`config.mk`:
```
export PLATFORM = sky130hd
export DESIGN_NAME = rx_guard_mod_ctrl
export DESIGN_NICKNAME = d
export VERILOG_FILES = /design/src/rx_guard_mod_ctrl.v
export VERILOG_INCLUDE_DIRS = /design/src
export SDC_FILE = /design/constraint.sdc
export NUM_CORES = 1
export LEC_CHECK = 0
export BUFFER_PORTS_ARGS = -buffer_cell sky130_fd_sc_hd__buf_2
export CAP_MARGIN = 10
export CORE_MARGIN = 2
export CORE_UTILIZATION = 51
export DETAILED_ROUTE_END_ITERATION = 8
export GPL_TIMING_DRIVEN = 0
export PLACE_DENSITY = 0.79
export SKIP_LAST_GASP = 1
export SYNTH_ARGS = -nofsm -noshare
export SYNTH_HDL_FRONTEND = slang
export SYNTH_SLANG_ARGS = --single-unit
export TNS_END_PERCENT = 50
```
`constraint.sdc`:
```
create_clock -name clk_sys_i -period 3.44 [get_ports clk_sys_i]
set_clock_uncertainty 0.15 [all_clocks]
set_input_delay 0.688 -clock clk_sys_i [delete_from_list [all_inputs] [get_ports clk_sys_i]]
set_output_delay 0.688 -clock clk_sys_i [all_outputs]
set_load 0.02 [all_outputs]
```
`src/rx_guard_mod_regs.vh`:
```
// Register map, field layout, reset values and timing constants
// Functional notes
// RULE1 - Hold decoders reset guard count times step
// RULE2 - Protocol write reloads guard with preset
// RULE3 - Guard field eight bits, counts 1..255
// RULE4 - Guard resets to 0x1f, also enable low
// RULE5 - Presets: one step, 66us, 293us
// RULE6 - Clock output divides oscillator by 1,2,4
// RULE7 - Divider bits 5:4; 00 off, 01 /4
// RULE8 - Divider 10 gives /2, 11 undivided
// RULE9 - Depth field bits 2:0 sets modulation depth
// RULE10 - Depths 7% to 30% ASK, plus OOK
// RULE11 - Pin select needs both bit6 flags set
// RULE12 - Pin mode: modulation input pin is source
// RULE13 - Select pin high OOK, low programmed ASK
// RULE14 - Mod reg 0x91; protocol write keeps divider
// RULE15 - Guard zero enables decoders at once
`ifndef RX_GUARD_MOD_REGS_VH
`define RX_GUARD_MOD_REGS_VH

// ----------------------------------------
// Register offsets (byte addresses = index * 4)
// ----------------------------------------
`define IDX_PROTOCOL_SELECT   8'h01
`define IDX_RX_GUARD          8'h08
`define IDX_MOD_CLK           8'h09
`define IDX_STATUS            8'h0f

// ----------------------------------------
// Reset values and fields
// ----------------------------------------
`define RX_GUARD_RST          8'h1f
`define MOD_CLK_RST           8'h91
`define PROTOCOL_RST          8'h00
`define MOD_CLKDIV_MASK       8'h30
`define BIT_EXT_OOK_EN        6
`define BIT_DBL_XTAL          7
`define BIT_CLKDIV_HI         5
`define BIT_CLKDIV_LO         4
`define BIT_DEPTH_MSB         2
`define BIT_PROTO_EXT         6
`define DEPTH_OOK             3'h1

// ----------------------------------------
// Guard presets per protocol code (steps of 9.44 us)
// ----------------------------------------
`define PROTO_FIELD_MSB       4
`define PROTO_CODE_15693_LO   5'h00
`define PROTO_CODE_15693_HI   5'h07
`define PROTO_CODE_ONE_STEP   5'h1a
`define PROTO_CODE_14443_LO   5'h08
`define PROTO_CODE_14443_HI   5'h0f
`define GUARD_PRESET_ONE      8'h01
`define GUARD_PRESET_14443    8'h07
`define GUARD_PRESET_15693    8'h1f

// ----------------------------------------
// Timing
// ----------------------------------------
`define GUARD_STEP_NS         9440
`define CLK_PERIOD_NS         10

`endif

```
`src/rx_guard_mod_ctrl.v`:
```
// Receive guard timer and modulator / clock output control with APB slave
`timescale 1ns/1ps
`include "rx_guard_mod_regs.vh"

module rx_guard_mod_ctrl #(
  parameter STEP_CYCLES = `GUARD_STEP_NS / `CLK_PERIOD_NS,
  parameter OSC_DIV     = 1
) (
  // Clock and reset
  input  wire        clk_sys_i,
  input  wire        rst_i,
  // Chip enable pin, active high
  input  wire        chip_enable_i,
  // APB slave
  input  wire        psel_i,
  input  wire        penable_i,
  input  wire        pwrite_i,
  input  wire [7:0]  paddr_i,
  input  wire [31:0] pwdata_i,
  output reg  [31:0] prdata_o,
  output reg         pready_o,
  output reg         pslverr_o,
  // Transmit frame end and receive path
  input  wire        tx_eof_i,
  output reg         rx_decoder_reset_o,
  // Modulator pins
  input  wire        ook_select_pin_i,
  input  wire        mod_pin_i,
  input  wire        mod_internal_i,
  output reg         mod_signal_o,
  output reg         mod_is_ook_o,
  output reg  [2:0]  mod_depth_o,
  output reg         double_rate_crystal_enable_o,
  // Clock output
  output reg         host_clock_output_o
);

  // ----------------------------------------
  // Pin synchronisers
  // ----------------------------------------
  // Pins are asynchronous to clk_sys_i; only the second stage is read
  localparam NUM_SYNC = 3;

  wire [NUM_SYNC-1:0] pin_raw = {mod_pin_i, ook_select_pin_i, chip_enable_i};
  wire [NUM_SYNC-1:0] pin_sync;

  genvar g;
  generate
    for (g = 0; g < NUM_SYNC; g = g + 1) begin : g_sync
      reg meta_q;
      reg stable_q;

      // Reset low: enable reads as off until two edges have passed
      always @(posedge clk_sys_i or posedge rst_i) begin
        if (rst_i) begin
          meta_q   <= 1'b0;
          stable_q <= 1'b0;
        end else begin
          meta_q   <= pin_raw[g];
          stable_q <= meta_q;
        end
      end

      assign pin_sync[g] = stable_q;
    end
  endgenerate

  wire chip_on   = pin_sync[0];
  wire ook_pin_s = pin_sync[1];
  wire mod_pin_s = pin_sync[2];

  // ----------------------------------------
  // Guard preset decode
  // ----------------------------------------
  function [7:0] guard_preset;
    input [4:0] code;
    begin
      if (code == `PROTO_CODE_ONE_STEP)
        guard_preset = `GUARD_PRESET_ONE;                     // see RULE5
      else if (code >= `PROTO_CODE_14443_LO && code <= `PROTO_CODE_14443_HI)
        guard_preset = `GUARD_PRESET_14443;                   // see RULE5
      else if (code <= `PROTO_CODE_15693_HI)
        guard_preset = `GUARD_PRESET_15693;                   // see RULE5
      else
        guard_preset = `RX_GUARD_RST;
    end
  endfunction

  // ----------------------------------------
  // APB decode
  // ----------------------------------------
  // Word index compare, shared by every register select below
  function idx_hit;
    input [7:0] idx;
    input [7:0] target;
    begin
      idx_hit = (idx == target);
    end
  endfunction

  // Addresses outside the map simply fail to match
  wire       apb_acc   = psel_i & penable_i;
  wire       apb_wr    = apb_acc & pwrite_i;
  wire [7:0] apb_idx   = {2'h0, paddr_i[7:2]};
  wire       hit_proto = idx_hit(apb_idx, `IDX_PROTOCOL_SELECT);
  wire       hit_guard = idx_hit(apb_idx, `IDX_RX_GUARD);
  wire       hit_mod   = idx_hit(apb_idx, `IDX_MOD_CLK);
  wire       hit_stat  = idx_hit(apb_idx, `IDX_STATUS);
  wire       hit_any   = hit_proto | hit_guard | hit_mod | hit_stat;
  wire       unaligned = (paddr_i[1:0] != 2'h0);

  // ----------------------------------------
  // Registers
  // ----------------------------------------
  // Enable low holds all three at reset values
  reg  [7:0] protocol_q;
  reg  [7:0] protocol_d;
  reg  [7:0] rx_guard_q;
  reg  [7:0] rx_guard_d;
  reg  [7:0] mod_clk_q;
  reg  [7:0] mod_clk_d;
  wire       wr_ok = apb_wr & ~unaligned;

  always @* begin
    protocol_d = protocol_q;
    rx_guard_d = rx_guard_q;
    mod_clk_d  = mod_clk_q;
    if (!chip_on) begin
      protocol_d = `PROTOCOL_RST;
      rx_guard_d = `RX_GUARD_RST;                              // see RULE4
      mod_clk_d  = `MOD_CLK_RST;                               // see RULE14
    end else if (wr_ok && hit_proto) begin
      // Divider bits survive so the host clock does not glitch
      protocol_d = pwdata_i[7:0];
      rx_guard_d = guard_preset(pwdata_i[`PROTO_FIELD_MSB:0]); // see RULE2
      mod_clk_d  = (`MOD_CLK_RST & ~`MOD_CLKDIV_MASK)
                 | (mod_clk_q & `MOD_CLKDIV_MASK);            // see RULE14
    end else if (wr_ok && hit_guard) begin
      rx_guard_d = pwdata_i[7:0];                              // see RULE3
    end else if (wr_ok && hit_mod) begin
      mod_clk_d = pwdata_i[7:0];
    end
  end

  // Write lands at the access edge, the same edge that sees pready
  always @(posedge clk_sys_i or posedge rst_i) begin
    if (rst_i) begin
      protocol_q <= `PROTOCOL_RST;
      rx_guard_q <= `RX_GUARD_RST;                              // see RULE4
      mod_clk_q  <= `MOD_CLK_RST;                               // see RULE14
    end else begin
      protocol_q <= protocol_d;
      rx_guard_q <= rx_guard_d;
      mod_clk_q  <= mod_clk_d;
    end
  end

  // ----------------------------------------
  // APB response, zero wait states
  // ----------------------------------------
  // Ready follows every setup cycle, so the access phase never stretches
  reg        guard_busy_q;
  reg [31:0] rdata_d;
  wire       setup_phase = psel_i & ~penable_i;
  wire       refused     = ~hit_any | unaligned;

  // Refused reads return zero rather than a neighbouring register
  always @* begin
    rdata_d = 32'h0;
    if (setup_phase && !pwrite_i && !refused) begin
      if (hit_proto)
        rdata_d = {24'h0, protocol_q};
      else if (hit_guard)
        rdata_d = {24'h0, rx_guard_q};
      else if (hit_mod)
        rdata_d = {24'h0, mod_clk_q};
      else if (hit_stat)
        rdata_d = {31'h0, guard_busy_q};
    end
  end

  // Registered outputs, valid during the access cycle
  always @(posedge clk_sys_i or posedge rst_i) begin
    if (rst_i) begin
      prdata_o  <= 32'h0;
      pready_o  <= 1'b0;
      pslverr_o <= 1'b0;
    end else begin
      pready_o  <= setup_phase;
      pslverr_o <= setup_phase & refused;
      prdata_o  <= rdata_d;
    end
  end

  // ----------------------------------------
  // Receive guard timer
  // ----------------------------------------
  // Count latched at frame end so a mid-guard write cannot stretch it
  localparam ST_IDLE = 2'b01;
  localparam ST_HOLD = 2'b10;

  reg [1:0]  state_q;
  reg [1:0]  state_d;
  reg [31:0] step_cnt_q;
  reg [31:0] step_cnt_d;
  reg [7:0]  steps_left_q;
  reg [7:0]  steps_left_d;

  wire guard_armed = (rx_guard_q != 8'h0);
  wire step_done   = (step_cnt_q == STEP_CYCLES - 1);
  wire last_step   = step_done & (steps_left_q == 8'h1);

  always @* begin
    state_d      = state_q;
    step_cnt_d   = step_cnt_q;
    steps_left_d = steps_left_q;
    if (!chip_on) begin
      state_d      = ST_IDLE;
      step_cnt_d   = 32'h0;
      steps_left_d = 8'h0;
    end else if (tx_eof_i) begin
      // A new frame end restarts the guard from the current register
      state_d      = guard_armed ? ST_HOLD : ST_IDLE;       // see RULE15
      step_cnt_d   = 32'h0;
      steps_left_d = rx_guard_q;                            // see RULE1
    end else begin
      case (state_q)
        ST_IDLE: begin
          step_cnt_d = 32'h0;
        end
        ST_HOLD: begin
          if (step_done) begin
            step_cnt_d   = 32'h0;
            steps_left_d = steps_left_q - 8'h1;
            if (last_step)
              state_d = ST_IDLE;                            // see RULE1
          end else begin
            step_cnt_d = step_cnt_q + 32'h1;
          end
        end
        default: begin
          // Illegal code: fall back to idle
          state_d    = ST_IDLE;
          step_cnt_d = 32'h0;
        end
      endcase
    end
  end

  // Busy flag mirrors the next state so status reads match the pin while enabled
  always @(posedge clk_sys_i or posedge rst_i) begin
    if (rst_i) begin
      state_q      <= ST_IDLE;
      step_cnt_q   <= 32'h0;
      steps_left_q <= 8'h0;
      guard_busy_q <= 1'b0;
    end else begin
      state_q      <= state_d;
      step_cnt_q   <= step_cnt_d;
      steps_left_q <= steps_left_d;
      guard_busy_q <= (state_d == ST_HOLD);
    end
  end

  // Decoders held during guard or while disabled
  always @(posedge clk_sys_i or posedge rst_i) begin
    if (rst_i)
      rx_decoder_reset_o <= 1'b1;
    else
      rx_decoder_reset_o <= ~chip_on | (state_d == ST_HOLD);     // see RULE1
  end

  // ----------------------------------------
  // Modulator control
  // ----------------------------------------
  // Both enables must be set, so a stray pin level cannot take over
  wire       ext_sel     = mod_clk_q[`BIT_EXT_OOK_EN] & protocol_q[`BIT_PROTO_EXT]; // see RULE11
  wire [2:0] depth_field = mod_clk_q[`BIT_DEPTH_MSB:0];
  reg        mod_signal_d;
  reg        mod_is_ook_d;

  always @* begin
    if (ext_sel) begin
      mod_signal_d = mod_pin_s;                                 // see RULE12
      mod_is_ook_d = ook_pin_s;                                 // see RULE13
    end else begin
      mod_signal_d = mod_internal_i;
      mod_is_ook_d = (depth_field == `DEPTH_OOK);               // see RULE10
    end
  end

  // Pins are already two flops deep; one more stage for the output
  always @(posedge clk_sys_i or posedge rst_i) begin
    if (rst_i) begin
      mod_signal_o                 <= 1'b0;
      mod_is_ook_o                 <= 1'b0;
      mod_depth_o                  <= 3'h0;
      double_rate_crystal_enable_o <= 1'b0;
    end else begin
      mod_signal_o                 <= mod_signal_d;
      mod_is_ook_o                 <= mod_is_ook_d;
      mod_depth_o                  <= depth_field;              // see RULE9
      double_rate_crystal_enable_o <= mod_clk_q[`BIT_DBL_XTAL];
    end
  end

  // ----------------------------------------
  // Clock output divider
  // ----------------------------------------
  // Oscillator modelled as an enable every OSC_DIV system cycles; each
  // tick is one oscillator half period, so bit 0 of the chain is osc / 1
  reg  [7:0] osc_cnt_q;
  reg  [2:0] div_q;
  reg        clkout_d;
  wire       osc_tick = (osc_cnt_q == OSC_DIV - 1);
  wire [1:0] div_sel  = mod_clk_q[`BIT_CLKDIV_HI:`BIT_CLKDIV_LO];

  // Code 00 parks the pin low
  always @* begin
    case (div_sel)                                              // see RULE6
      2'h0:    clkout_d = 1'b0;                                 // see RULE7
      2'h1:    clkout_d = div_q[2];                             // see RULE7
      2'h2:    clkout_d = div_q[1];                             // see RULE8
      2'h3:    clkout_d = div_q[0];                             // see RULE8
      default: clkout_d = 1'b0;
    endcase
  end

  // Updated only on ticks, so the output is a clean square wave
  always @(posedge clk_sys_i or posedge rst_i) begin
    if (rst_i) begin
      osc_cnt_q           <= 8'h0;
      div_q               <= 3'h0;
      host_clock_output_o <= 1'b0;
    end else begin
      osc_cnt_q <= osc_tick ? 8'h0 : osc_cnt_q + 8'h1;
      if (osc_tick) begin
        div_q               <= div_q + 3'h1;
        host_clock_output_o <= clkout_d;
      end
    end
  end

endmodule // rx_guard_mod_ctrl

```
Word-level counts from Yosys, hierarchy flattened
Index checks and enable logic that the tools add are counted.
{"block": "word_totals", "output_inout_bits": 42, "ram_bits": 0, "memories": 0, "rom_bits": 0, "ff_bits": 126, "in_bits": 50, "wordCells": 119, "latch_bits": 0}
{"block": "classes", "n_shift": 0, "n_lt_le_gt_ge": 2, "eq_ne": 23, "div": 0, "n_reduce_logical": 15, "add_sub_neg": 4, "n_mul": 0, "muxes": 34, "bitwise": 16}
{"op": "8-bit 2-to-1 mux", "n": 18}
{"op": "32-bit 2-to-1 mux", "n": 4}
{"op": "32-bit by 1-bit adder with 32-bit output (second input constant)", "n": 1}
{"op": "32-bit by 10-bit equality test with 1-bit output (second input constant)", "n": 1}
{"op": "6-bit by 4-bit equality test with 1-bit output (second input constant)", "n": 3}
{"op": "2-bit 2-to-1 mux", "n": 5}
{"op": "5-bit 2-to-1 mux", "n": 2}
{"op": "8-bit by 1-bit adder with 8-bit output (second input constant)", "n": 1}
{"op": "2-bit equality test (second input constant)", "n": 4}
{"op": "8-bit by 1-bit equality test with 1-bit output (second input constant)", "n": 1}
{"op": "8-bit logical NOT", "n": 1}
{"op": "8-bit nonzero test", "n": 1}
{"op": "8-bit by 1-bit subtractor with 8-bit output (second input constant)", "n": 1}
{"op": "1-bit AND", "n": 7}
{"op": "6-bit by 1-bit equality test with 1-bit output (second input constant)", "n": 1}
{"op": "1-bit logical AND", "n": 6}
{"op": "3-bit by 1-bit inequality test with 1-bit output (second input constant)", "n": 2}
{"op": "3-bit by 2-bit inequality test with 1-bit output (second input constant)", "n": 2}
{"op": "5-bit equality test (second input constant)", "n": 1}
{"op": "5-bit by 4-bit greater-or-equal comparator with 1-bit output (second input constant)", "n": 1}
{"op": "5-bit by 4-bit less-or-equal comparator with 1-bit output (second input constant)", "n": 1}
{"op": "1-bit OR", "n": 5}
{"op": "2-bit by 1-bit equality test with 1-bit output (second input constant)", "n": 2}
{"op": "2-bit by 1-bit inequality test with 1-bit output (second input constant)", "n": 2}
{"op": "other kinds (13)", "n": 21}

Logic depth before layout (Yosys ltp)
Gate-level depths: netlist of run 1.
{"block": "logic_depth", "depth_word": 9, "depth_mapped": 8, "depth_no_buf": 7}

Worst setup path before layout of run 1
Ideal clock, no wire load.
{"block": "synth_timing", "kind": "input to register", "start": "in paddr_i[7]", "end": "reg rx_guard_q[1]", "slack_ns": 1.434, "arrival_time_ns": 1.781, "path_stages": 5, "t_required_ns": 3.215, "n_path_buf": 0, "setup_time_ns": 0.075, "path_cell_list": "or3b_1 > nor2_2 > o21ai_1 > nand2_1 > mux2i_1"}
{"block": "synth_via", "elab_chain_cells": 4, "word_cells_on_any_way": 7, "classes_between": "eq/ne: 3; mux: 2; reduce/logical: 2"}
{"element": "from (decl)", "line": "rx_guard_mod_ctrl.v:18", "rtl": "input wire [7:0] paddr_i,"}
{"element": "6-bit by 1-bit equality test with 1-bit output", "line": "rx_guard_mod_ctrl.v:97", "rtl": "idx_hit = (idx == target);"}
{"element": "1-bit logical AND", "line": "rx_guard_mod_ctrl.v:132", "rtl": "end else if (wr_ok && hit_proto) begin"}
{"element": "8-bit 2-to-1 mux", "line": "rx_guard_mod_ctrl.v:132"}
{"element": "8-bit 2-to-1 mux", "line": "rx_guard_mod_ctrl.v:128", "rtl": "if (!chip_on) begin"}
{"element": "to (signal assigned)", "line": "rx_guard_mod_ctrl.v:149", "rtl": "rx_guard_q <= `RX_GUARD_RST;"}
{"element": "to (signal assigned)", "line": "rx_guard_mod_ctrl.v:153", "rtl": "rx_guard_q <= rx_guard_d;"}
{"element": "to (decl)", "line": "rx_guard_mod_ctrl.v:118", "rtl": "reg [7:0] rx_guard_q;"}
Several ways; a longest one is shown, not always the timed one.
A chain may end at the register's enable or synchronous reset.

Worst setup path in the final report of run 1
{"block": "layout_timing", "start": "reg step_cnt_q[21]", "end": "reg step_cnt_q[3]"}
{"block": "layout_via", "elab_chain_cells": 5}
{"element": "from (decl)", "line": "rx_guard_mod_ctrl.v:204", "rtl": "reg [31:0] step_cnt_q;"}
{"element": "from (signal assigned)", "line": "rx_guard_mod_ctrl.v:259", "rtl": "step_cnt_q <= step_cnt_d;"}
{"element": "32-bit by 10-bit equality test with 1-bit output", "line": "rx_guard_mod_ctrl.v:210", "rtl": "wire step_done = (step_cnt_q == STEP_CYCLES - 1);"}
{"element": "32-bit 2-to-1 mux", "line": "rx_guard_mod_ctrl.v:232", "rtl": "if (step_done) begin"}
{"element": "32-bit 2-to-1 mux", "line": "rx_guard_mod_ctrl.v:227", "rtl": "case (state_q)"}
{"element": "32-bit 2-to-1 mux", "line": "rx_guard_mod_ctrl.v:221", "rtl": "end else if (tx_eof_i) begin"}
{"element": "32-bit 2-to-1 mux", "line": "rx_guard_mod_ctrl.v:217", "rtl": "if (!chip_on) begin"}
{"element": "net step_cnt_d[3]", "line": "rx_guard_mod_ctrl.v:205", "rtl": "reg [31:0] step_cnt_d;"}
The timed path passes the listed nets, and every way through them passes these cells.

==> results by group, run 1 <==
Outcome
  – Outcome: complete, no violations

Place
  – Port Buffers: 43
  – GPL Wtd Cong: ~0.87
  – Final HPWL DP: between 7000 and 8000 um

Route
  – Initial DRC count: ~240
  – Total number of vias: ~4k
  – Antenna-violating nets left: 0
  – Wire length per cell: 14.4 um
  – Total wire length: 10,600 um
  – Vias per inst: ~5.4
  – Router iterations before antenna repair: 5
  – # DRC: 0

Clock network
  – Clock Sinks: about 100
  – Clock latency on the worst-skew pair: about 0.38 ns
  – CTS clk-pin slew, worst paths: approximately 0.1 ns
  – CTS buffer count: 9
  – Number of post-CTS setup repair buffers: 0
  – TritonCTS clock tree: done
  – Cts hold-fix bufs: 0
  – Max clock buf depth: 2
  – Root buffer cell: clkbuf_8
  – Cts repair resizes: 0
  – # H-tree levels: 3

Layout
  – Area added between synthesis and finish: 13.9%
  – Nets: 658
  – Antenna fix cells: 0
  – Filler instances: between 800 and 900
  – Fraction of layout cells with a size suffix above 1: about a fifth
  – Final Core Density: 59.8%
  – Multi-input logic area: ~2300 sq um
  – Sequential cell area: 2560 sq um

Setup path
  – Critical Path End Type: flip-flop
  – Critical path data required time: ~3.6 ns
  – Slowest-stage cell, CP: nor4_1
  – CP Cell Sequence: nor4_1 > nand4_1 > or3_1 > nand3_1 > buf_2 > nor2_1
  – Max Fanout on Critical Path: 10
  – Critical Path Source: step_cnt_q[21]
  – Crit path DAT: roughly 2.5 ns
  – FF-to-FF End: step_cnt_q[3]
  – Slowest stage delay, CP: approximately 0.58 ns
  – CP Class: flip-flop to flip-flop
  – CP Launch Type: flip-flop
  – R2r setup slk: around 1.0 ns
  – Launching point of the worst reg2reg path: step_cnt_q[21]
  – R2R cell count: 6

STA
  – # setup viols final: 0
  – Final hold violation count: 0
  – Slew @ Worst Pin: around 0.76 ns
  – Setup tns final: 0 ns
  – Fin crit share: between 70% and 80%
  – RSZ-0062 raised after global routing: false
  – Final Max Slew Viols: 0
  – Slew HR: 49.0%
  – Post-layout min period: between 2 and 2.5 ns
  – Fmax achieved: ~410 MHz

Synthesis
  – Syn Std Cell Area: 5100 sq um
  – Post-synth EDFFs: 0
  – Count of cell types in the netlist: 53
  – Fraction of registers with async set/reset: 100%
  – Primary FF master, synth: dfrtp_1
  – YS warnings: 0
  – Mean post-synth cell area: 9.82 sq um
  – Synth Register Bits: 102
  – Cells after synthesis: between 500 and 600
  – Register area share after synthesis: 50.2%

Global routing
  – Grt ovf: 0
  – Largest net degree at the start of global routing: 45
  – Initial antenna violation count: 0
  – GRT Util Overall: 20.6%
  – First-pass GRT wire length: 18,100 um
  – Vias in the first global route: roughly 3.8k

Pwr
  – Clock power frac: a little over a third
  – Logic pwr share: between 8 and 9%
  – Leak Pwr: about 2.6 nW
  – Internal Power: 1.65 mW
  – Worst vdd ir: roughly 0.25 mV
  – Pwr per Cell Area: between 300 and 400 nW/um^2
  – Sw Pwr: between 0.5 and 0.6 mW
  – Sw Share: between 20% and 30%
  – Reg power frac: about 56%

Floorplanning
  – Core area: 9730 sq um
  – Full die area: 10,800 sq um
  – Die X: around 100 um
  – Die Ht: ~100 um
  – Rows: 36
  – Initial Util: 52.5%
  – # IOs: 92

Job
  – Max Cap Viol: 0

Hold path
  – Worst hold path type: input port to async pin
## layout by cell type, fill, tap and decap left out, types with 3 or more instances in the layout
master / instances
conb_1: 24
xnor2_1: 15
dfrtp_1: 92
ha_1: 9
clkbuf_1: 10
or3_1: 5
nand3_1: 28
clkbuf_8: 10
xor2_1: 23
a31oi_1: 5
nand4_1: 18
nand2_1: 67
and3_1: 9
a21boi_1: 3
clkinvlp_4: 3
nor3b_1: 3
a21oi_1: 15
nor4_1: 12
o21ai_1: 3
a22oi_1: 7
a21boi_0: 8
and4_1: 7
mux2i_1: 8
nand3b_1: 3
o31ai_1: 4
nor3_1: 9
buf_4: 25
and2_1: 4
nor2_1: 54
o21ai_0: 9
or2_2: 3
dfstp_2: 10
inv_1: 14
buf_2: 48
## cells in the mapped netlist, drive strengths merged (3+ instances only)
master  instances  area share [%]
dfrtp          92              45
nand2          67             4.9
nor2           55             4.1
buf            30             4.2
nand3          30             3.1
xor2           23             3.9
nand4          18             2.2
nor4           16             2.8
a21oi          15             1.5
inv            15             1.1
xnor2          15             2.6
o21ai          12             1.2
a21boi         11             1.6
nor3           11             1.3
dfstp          10             5.1
and3            9             1.1
clkbuf          9            0.66
ha              9             2.2
mux2i           8             1.6
a22oi           7             1.0
and4            7             1.2
a31oi           5            0.61
or3             5            0.61
and2            4            0.49
o31ai           4            0.59
or2             4            0.49
nand3b          3            0.44
nor3b           3            0.44
## cell type report
class,instances,share of cell area [%]
clock buffer,11,2.43
clock inverter,5,1.01
sequential,102,44.1
tap,133,2.86
multi-input combinational,387,39.9
buffer,39,4.24
inverter,15,1.03
timing repair buffer,45,4.39
## registers in the layout, summed over array words and instances, names as in the netlist
| name | flops |
|---|---|
| div_q | 3 |
| mod_depth_o | 3 |
| mod_signal_o | 1 |
| rx_decoder_reset_o | 1 |
| osc_cnt_q | 8 |
| mod_is_ook_o | 1 |
| prdata_o | 8 |
| guard_busy_q | 1 |
| g_sync.meta_q | 3 |
| double_rate_crystal_enable_o | 1 |
| rx_guard_q | 8 |
| g_sync.stable_q | 2 |
| pready_o | 1 |
| protocol_q | 8 |
| state_q | 2 |
| chip_on | 1 |
| pslverr_o | 1 |
| step_cnt_q | 32 |
| host_clock_output_o | 1 |
| steps_left_q | 8 |
| mod_clk_q | 8 |
## routing by layer
metal / vias up / part of all wire (%) / track usage (%)
met5: - / 0 / 0
met4: 0 / 2.2 / 7.82
li1: 1917 / - / -
met2: 158 / 47 / 32.5
met3: 21 / 7.6 / 5.64
met1: 1891 / 43 / 27.1
## how the worst max path moves through the flow
stage                 endpoint  slack [ns]  cells after the start
2_1_floorplan          chip_on        1.39                      1
3_3_place_gp    mod_depth_o[0]        0.78                      2
3_5_place_dp     rx_guard_q[2]        1.03                      6
4_1_cts          step_cnt_q[3]        1.02                      6
5_1_grt        steps_left_q[2]        0.76                      6
6_report         step_cnt_q[3]        1.00                      6
## stage by stage
stage / setup slack [ns] / power (mW) / area (sq um) / hold WS, ns / cells
4_1_cts: 1.02 / 2.21 / 5820 / 0.197 / 737
3_5_place_dp: 1.03 / 1.45 / 5620 / 0.195 / 721
3_3_place_gp: 0.779 / 1.43 / 5580 / 0.184 / 719
2_1_floorplan: 1.39 / 1.39 / 5190 / 0.181 / 543
6_report: 1.00 / 2.19 / 5820 / 0.198 / 737
5_1_grt: 0.756 / 2.28 / 5820 / 0.220 / 737
## kinds of logic after synthesis
family                     Yosys count  synth area share, %
AOI/OAI and AO/OA                   65                 8.48
xor gates and xnor gates            38                 6.52
adders and majority gates            9                 2.21
buffers and inverters               54                 5.93
DFF                                102                 50.2
muxes                               10                 2.01
other                                1               0.0735
and+or+nand+nor                    241                 24.5
## power groups by stage
stage / combinational (mW) / sequential [mW] / clock, mW
2_1_floorplan: 0.130 / 1.26 / 0
3_3_place_gp: 0.178 / 1.26 / 0
3_5_place_dp: 0.190 / 1.26 / 0
4_1_cts: 0.191 / 1.23 / 0.783
5_1_grt: 0.212 / 1.24 / 0.834
6_report: 0.191 / 1.23 / 0.765
## critical path: cells and delay by family (launching register included)
kind          cells  cell delay (ns)
flops             1             0.44
buf+inv           1             0.27
simple gates      5             1.45
Note: power is estimated with default switching activity, not from simulation.
==> run 2, diff against run 1 <==
--- a/config.mk
+++ b/config.mk
@@ -6,13 +6,14 @@
 export SDC_FILE = /design/constraint.sdc
 export NUM_CORES = 1
 export LEC_CHECK = 0
+export ABC_AREA = 1
 export BUFFER_PORTS_ARGS = -buffer_cell sky130_fd_sc_hd__buf_2
 export CAP_MARGIN = 10
 export CORE_MARGIN = 2
-export CORE_UTILIZATION = 51
+export CORE_UTILIZATION = 57
 export DETAILED_ROUTE_END_ITERATION = 8
 export GPL_TIMING_DRIVEN = 0
-export PLACE_DENSITY = 0.79
+export PLACE_DENSITY = 0.83
 export SKIP_LAST_GASP = 1
 export SYNTH_ARGS = -nofsm -noshare
 export SYNTH_HDL_FRONTEND = slang
==> constraint.sdc (replaced) <==
create_clock -name clk_sys_i -period 2.4 [get_ports clk_sys_i]
set_clock_uncertainty 0.15 [all_clocks]
set_input_delay 0.48 -clock clk_sys_i [delete_from_list [all_inputs] [get_ports clk_sys_i]]
set_output_delay 0.48 -clock clk_sys_i [all_outputs]
set_load 0.02 [all_outputs]
==> run 2 against run 1 <==
  * Via count grew 15%
  * Flip-flop and latch count stayed put
  * Area after synthesis grew 5.8%
  * Worst hold slack worse by 0.14 ns
  * Sequential power increased by 48%
  * Design area grew 4.5%
  * Core utilization increased by 6.3 points
  * Largest power group unchanged
  * Global-route usage is 2.4 points higher
  * Critical endpoint is now step_cnt_q[28]
  * Non-clock buffer count decreased by 6
  * Count of clock-buffer cells in the layout shrank 2
  * Highest routed layer unchanged
==> results by group, run 2 <==
Place
  – GPL Wtd Cong: between 0.8 and 0.9
  – Port Buffers: between 40 and 50
  – Final HPWL DP: ~8700 um
  – Setup WS pre-CTS: around 0.18 ns
  – Dpl cells: about 840
  – Area after DPL: between 5000 and 6000 sq um

Setup path
  – CP Launch Type: flip-flop
  – CP Class: flip-flop to flip-flop
  – R2r setup slk: 0.17 ns
  – R2R cell count: 11
  – Critical Path End Type: flip-flop
  – Critical path data required time: between 2 and 3 ns
  – Launching point of the worst reg2reg path: step_cnt_q[0]
  – FF-to-FF End: step_cnt_q[28]
  – Max Fanout on Critical Path: 10
  – Crit path DAT: 2.34 ns

Global routing
  – First-pass GRT wire length: about 19,000 um
  – Largest net degree at the start of global routing: 44
  – Grt ovf: 0
  – Initial antenna violation count: 0
  – GRT Util Overall: ~23%
  – Vias in the first global route: roughly 4.3k

STA
  – RSZ-0062 raised after global routing: false
  – Final Max Slew Viols: 0
  – Slew @ Worst Pin: a little over 0.7 ns
  – # setup viols final: 0
  – Final hold violation count: 0
  – Fmax achieved: approximately 450 MHz
  – Worst hold margin: around 0.059 ns
  – Fin crit share: 93.1%
  – Post-layout min period: ~2.2 ns
  – Worst setup margin: about 0.17 ns
  – Slew HR: approximately 53%
  – Setup tns final: 0 ns

Clock network
  – Cts hold-fix bufs: 0
  – Clock Sinks: a little over 100
  – Root buffer cell: clkbuf_8
  – CTS clk-pin slew, worst paths: roughly 0.1 ns
  – Clock latency on the worst-skew pair: between 0.3 and 0.4 ns
  – TritonCTS clock tree: done
  – Max clock buf depth: 2
  – Cts repair resizes: 0
  – CTS buffer count: 9
  – Number of post-CTS setup repair buffers: 0
  – # H-tree levels: 3

Layout
  – Top reg by flops: step_cnt_q
  – Fin area: 6080 sq um
  – Commonest non-fill, non-tap cells in the layout: 123 x nand2_1, 93 x nor2_1, 92 x dfrtp_1
  – Finished Layout Cells: ~860
  – Fraction of layout cells with a size suffix above 1: approximately a fifth
  – Final Core Density: around 66%
  – Area added between synthesis and finish: 12.5%
  – Most common cell after layout, fill and taps aside: nand2_1
  – Largest register FFs: 32
  – Antenna fix cells: 0
  – Nets: between 800 and 900

Synthesis
  – Synth area leaders: dfrtp_1 43%, nand2_1 8.6%, nor2_1 6.5%
  – Top cell type by total area after synthesis: dfrtp_1
  – Primary FF master, synth: dfrtp_1
  – Count leader, synth: nand2_1
  – Count of cell types in the netlist: 48
  – Commonest cells in the netlist: 123 x nand2_1, 94 x nor2_1, 92 x dfrtp_1
  – Mean post-synth cell area: 8.13 sq um
  – YS warnings: 0
  – Cells after synthesis: ~660
  – Register area share after synthesis: approximately 48%
  – Synth Register Bits: slightly above 100
  – Share of the synthesized area in the top cell type: a little over two fifths
  – Post-synth EDFFs: 0
  – Fraction of registers with async set/reset: 100%
  – Syn Std Cell Area: about 5400 sq um

Route
  – Wire length per cell: around 14 um
  – Antenna-violating nets left: 0
  – Router iterations before antenna repair: 5
  – Total number of vias: ~4.6k
  – Initial DRC count: ~300
  – # DRC: 0
  – Vias per inst: roughly 5.3
  – Total wire length: 11,600 um

Floorplanning
  – Rows: 35
  – Die Ht: a little over 100 um
  – Full die area: a little over 10,000 sq um
  – # IOs: 92
  – Core area: 9200 sq um
  – Die X: slightly above 100 um
  – Initial Util: 58.7%

Pwr
  – Overall power: 3.24 mW
  – Reg power frac: between 50% and 60%
  – Leak Pwr: roughly 3 nW
  – Logic pwr share: 11.4%
  – Worst vdd ir: ~0.37 mV
  – Pwr per Cell Area: around 530 nW/um^2
  – Internal Power: ~2.3 mW
  – Sw Pwr: between 0.9 and 1 mW
  – Clock power frac: between 30% and 40%
  – Sw Share: ~29%

Hold path
  – Worst hold path type: input port to async pin

Job
  – Max Cap Viol: 0

Outcome
  – Outcome: complete, no violations
==> run 2: cell types whose count changed in the layout (fill, tap and decap cells not counted), sizes merged, moves of 12 or more <==
| cell | change |
|---|---|
| nor2 | +48 |
| xnor2 | -12 |
| nand2 | +65 |
| nor4 | -13 |
| inv | +89 |
| xor2 | -16 |
| o21ai | +30 |
==> run 2: critical path: stages (launching register included) <==
cell and delay [ns]:
dfrtp_1 0.41, ha_1 0.26, nand2_1 0.10, nor2_2 0.18, nand3_1 0.12, nor2_1 0.21
nand2_1 0.09, nand2_2 0.13, inv_2 0.10, buf_2 0.21, o21ai_0 0.10, nor2_1 0.07
==> run 2: metal layers <==
| metal | global-route usage [%] | routed length [um] |
|---|---|---|
| met5 | 0 | 0 |
| met4 | 6.86 | 227 |
| met3 | 3.31 | 655 |
| met2 | 37.7 | 5710 |
| met1 | 32.1 | 5020 |
==> run 2: final cells by class <==
cell class	instances	area, sq um
Clock inverter	7	66.3
Buffer	33	233
Sequential cell	102	2560
Tap cell	111	139
Timing Repair Buffer	45	255
Multi-Input combinational cell	452	2310
Fill cell	755	3120
Clock buffer	9	124
Inverter	100	384
==> run 2: power by group through the flow <==
| stage | logic (mW) | clock network [mW] | registers (mW) |
|---|---|---|---|
| after floorplan | 0.256 | 0 | 1.85 |
| after global placement | 0.346 | 0 | 1.85 |
| after detailed placement | 0.367 | 0 | 1.85 |
| after CTS | 0.369 | 1.07 | 1.82 |
| after global routing | 0.412 | 1.15 | 1.82 |
| final | 0.369 | 1.05 | 1.82 |
==> run 2: logic make-up after synthesis <==
logic type / share of synthesized area (%)
DFF: 47.5
adders and majority gates: 2.09
AOI/OAI and AO/OA: 10.2
and+or+nand+nor: 27.0
buffers and inverters: 11.4
other: 0.0695
xor gates and xnor gates: 1.62
muxes: 0.209
==> run 2: worst max path at each step <==
stage                      to           from  slack [ns]
2_1_floorplan         chip_on          rst_i        0.56
3_3_place_gp     osc_cnt_q[7]          rst_i       -0.08
3_5_place_dp   step_cnt_q[28]  step_cnt_q[0]        0.18
5_1_grt        step_cnt_q[25]  step_cnt_q[0]       0.008
4_1_cts        step_cnt_q[28]  step_cnt_q[0]        0.11
6_report       step_cnt_q[28]  step_cnt_q[0]        0.17
==> run 3, diff against run 2 <==
--- a/config.mk
+++ b/config.mk
@@ -10,10 +10,10 @@
 export BUFFER_PORTS_ARGS = -buffer_cell sky130_fd_sc_hd__buf_2
 export CAP_MARGIN = 10
 export CORE_MARGIN = 2
-export CORE_UTILIZATION = 57
+export CORE_UTILIZATION = 61
 export DETAILED_ROUTE_END_ITERATION = 8
 export GPL_TIMING_DRIVEN = 0
-export PLACE_DENSITY = 0.83
+export PLACE_DENSITY = 0.88
 export SKIP_LAST_GASP = 1
 export SYNTH_ARGS = -nofsm -noshare
 export SYNTH_HDL_FRONTEND = slang
==> constraint.sdc (replaced) <==
create_clock -name clk_sys_i -period 2.8 [get_ports clk_sys_i]
set_clock_uncertainty 0.15 [all_clocks]
set_input_delay 0.56 -clock clk_sys_i [delete_from_list [all_inputs] [get_ports clk_sys_i]]
set_output_delay 0.56 -clock clk_sys_i [all_outputs]
set_load 0.02 [all_outputs]
==> run 3 against run 2 <==
  * Design area grew 0.39%
  * Sequential share of layout area shrank 0.16 points
  * Critical path depth is the same
  * Routed wire length shrank 1.1%
  * Sequential power shrank 14%
  * Core utilization grew 4.6 points
  * Non-clock buffer count is the same
  * Flip-flop and latch count is the same
  * First-iteration DRC count shrank 8.5%
  * Global-route usage grew 2.0 points
  * Highest routed layer unchanged
  * Clock power shrank 8%
==> results by group, run 3 (synthesis results as in run 2) <==
Setup path
  – CP Class: flip-flop to flip-flop
  – CP Launch Type: flip-flop
  – Launching point of the worst reg2reg path: step_cnt_q[0]
  – R2R cell count: 11
  – Critical Path End Type: flip-flop
  – R2r setup slk: 0.55 ns
  – Max Fanout on Critical Path: 10
  – FF-to-FF End: step_cnt_q[28]
  – Critical Path Source: step_cnt_q[0]
  – Critical path data required time: around 2.9 ns
  – Crit path DAT: roughly 2.4 ns
  – Setup crit end: step_cnt_q[28]

Layout
  – Fraction of layout cells with a size suffix above 1: between 10% and 20%
  – Area added between synthesis and finish: 13.0%
  – Top reg by flops: step_cnt_q
  – Final Core Density: a little over two thirds
  – Finished Layout Cells: approximately 860
  – Commonest non-fill, non-tap cells in the layout: 123 x nand2_1, 94 x nor2_1, 92 x dfrtp_1
  – Antenna fix cells: 0
  – Nets: between 800 and 900
  – Largest register FFs: 32
  – Fin area: roughly 6100 sq um
  – Filler instances: 657
  – Most common cell after layout, fill and taps aside: nand2_1

Floorplanning
  – Die X: ~100 um
  – Core area: about 8600 sq um
  – Initial Util: a little over three fifths
  – Rows: 34
  – # IOs: between 90 and 100
  – Full die area: around 9600 sq um
  – Die Ht: ~98 um

Route
  – # DRC: 0
  – Total number of vias: roughly 4.6k
  – Vias per inst: ~5.4
  – Wire length per cell: about 13 um
  – Antenna-violating nets left: 0
  – Initial DRC count: 270
  – Total wire length: 11,500 um
  – Router iterations before antenna repair: 5

Pwr
  – Internal Power: roughly 2.1 mW
  – Sw Share: a little over a quarter
  – Worst vdd ir: about 0.37 mV
  – Reg power frac: ~55%
  – Sw Pwr: roughly 0.8 mW
  – Clock power frac: 34.0%
  – Leak Pwr: between 2 and 3 nW
  – Pwr per Cell Area: about 470 nW/um^2
  – Logic pwr share: a little under an eighth

STA
  – Slew @ Worst Pin: ~0.82 ns
  – Setup tns final: 0 ns
  – Post-layout min period: ~2.2 ns
  – Final hold violation count: 0
  – Fmax achieved: roughly 450 MHz
  – Fin crit share: 80.2%
  – RSZ-0062 raised after global routing: false
  – # setup viols final: 0
  – Final Max Slew Viols: 0
  – Worst setup margin: roughly 0.55 ns
  – Slew HR: between 40% and 50%

Clock network
  – CTS clk-pin slew, worst paths: 0.10 ns
  – Number of post-CTS setup repair buffers: 0
  – Cts repair resizes: 0
  – Max clock buf depth: 2
  – # H-tree levels: 3
  – TritonCTS clock tree: done
  – Cts hold-fix bufs: 0
  – CTS buffer count: 9
  – Root buffer cell: clkbuf_8
  – Clock latency on the worst-skew pair: ~0.37 ns
  – Clock Sinks: 102

Job
  – Max Cap Viol: 0

Outcome
  – Outcome: complete, no violations

Place
  – Final HPWL DP: 8760 um
  – GPL Wtd Cong: ~0.95
  – Dpl cells: 840
  – Setup WS pre-CTS: around 0.54 ns
  – Port Buffers: between 40 and 50
  – Area after DPL: 5890 sq um

Global routing
  – Initial antenna violation count: 0
  – GRT Util Overall: 25.1%
  – Grt ovf: 0
  – First-pass GRT wire length: 19,800 um
  – Largest net degree at the start of global routing: 44
  – Vias in the first global route: between 4k and 5k

Hold path
  – Worst hold path type: input port to flip-flop
  – HP Start: ook_select_pin_i
run 3: changes by cell type in the layout (fill, tap and decap cells not counted), sizes merged:
cell | previous run | this run
bufinv | 0 | 1
clkinv | 2 | 3
inv | 103 | 101
run 3: critical path, cell delays in order (launching register included):
cell and delay, ns:
dfrtp_1 0.40, ha_1 0.25, nand2_1 0.09, nor2_1 0.19, nand3_1 0.10, nor2_1 0.23
nand2_1 0.10, nand2_2 0.15, inv_2 0.10, buf_2 0.20, o21ai_0 0.11, nor2_1 0.07
run 3: worst min-delay path by stage:
stage,slack (ns),cells past startpoint,to
2_1_floorplan,0.18,0,chip_on
3_3_place_gp,0.18,0,g_sync[1].stable_q
3_5_place_dp,0.19,0,g_sync[1].stable_q
4_1_cts,0.12,1,g_sync[1].meta_q
5_1_grt,0.12,1,g_sync[1].meta_q
6_report,0.13,1,g_sync[1].meta_q
run 3: power groups by stage:
stage,sequential [mW],clock (mW),combinational (mW)
floorplan,1.59,0,0.219
global placement,1.58,0,0.296
detailed placement,1.59,0,0.316
CTS,1.56,0.985,0.318
global route,1.56,1.05,0.356
finish,1.56,0.968,0.321
run 3: through the flow:
step | total power, mW | hold WS (ns)
global route | 2.97 | 0.123
floorplan | 1.81 | 0.181
CTS | 2.86 | 0.125
detailed placement | 1.90 | 0.190
finish | 2.85 | 0.134
global placement | 1.88 | 0.185
run 3: metal layers:
layer,up-vias,share of wire [%],global-route usage [%]
li1,2256,-,-
met1,2132,42,33.5
met2,171,49,42.2
met3,28,6.0,3.44
met4,0,2.4,8.87
met5,-,0,0
run 3: layout make-up:
cell class / count / area (sq um) / area share, %
multi-input combinational: 452 / 2310 / 37.8
clock buffer: 9 / 124 / 2.03
clock inverter: 7 / 88.8 / 1.46
inverter: 100 / 384 / 6.30
timing repair buffer: 45 / 263 / 4.31
sequential: 102 / 2560 / 42.1
tap: 108 / 135 / 2.22
buffer: 33 / 233 / 3.82
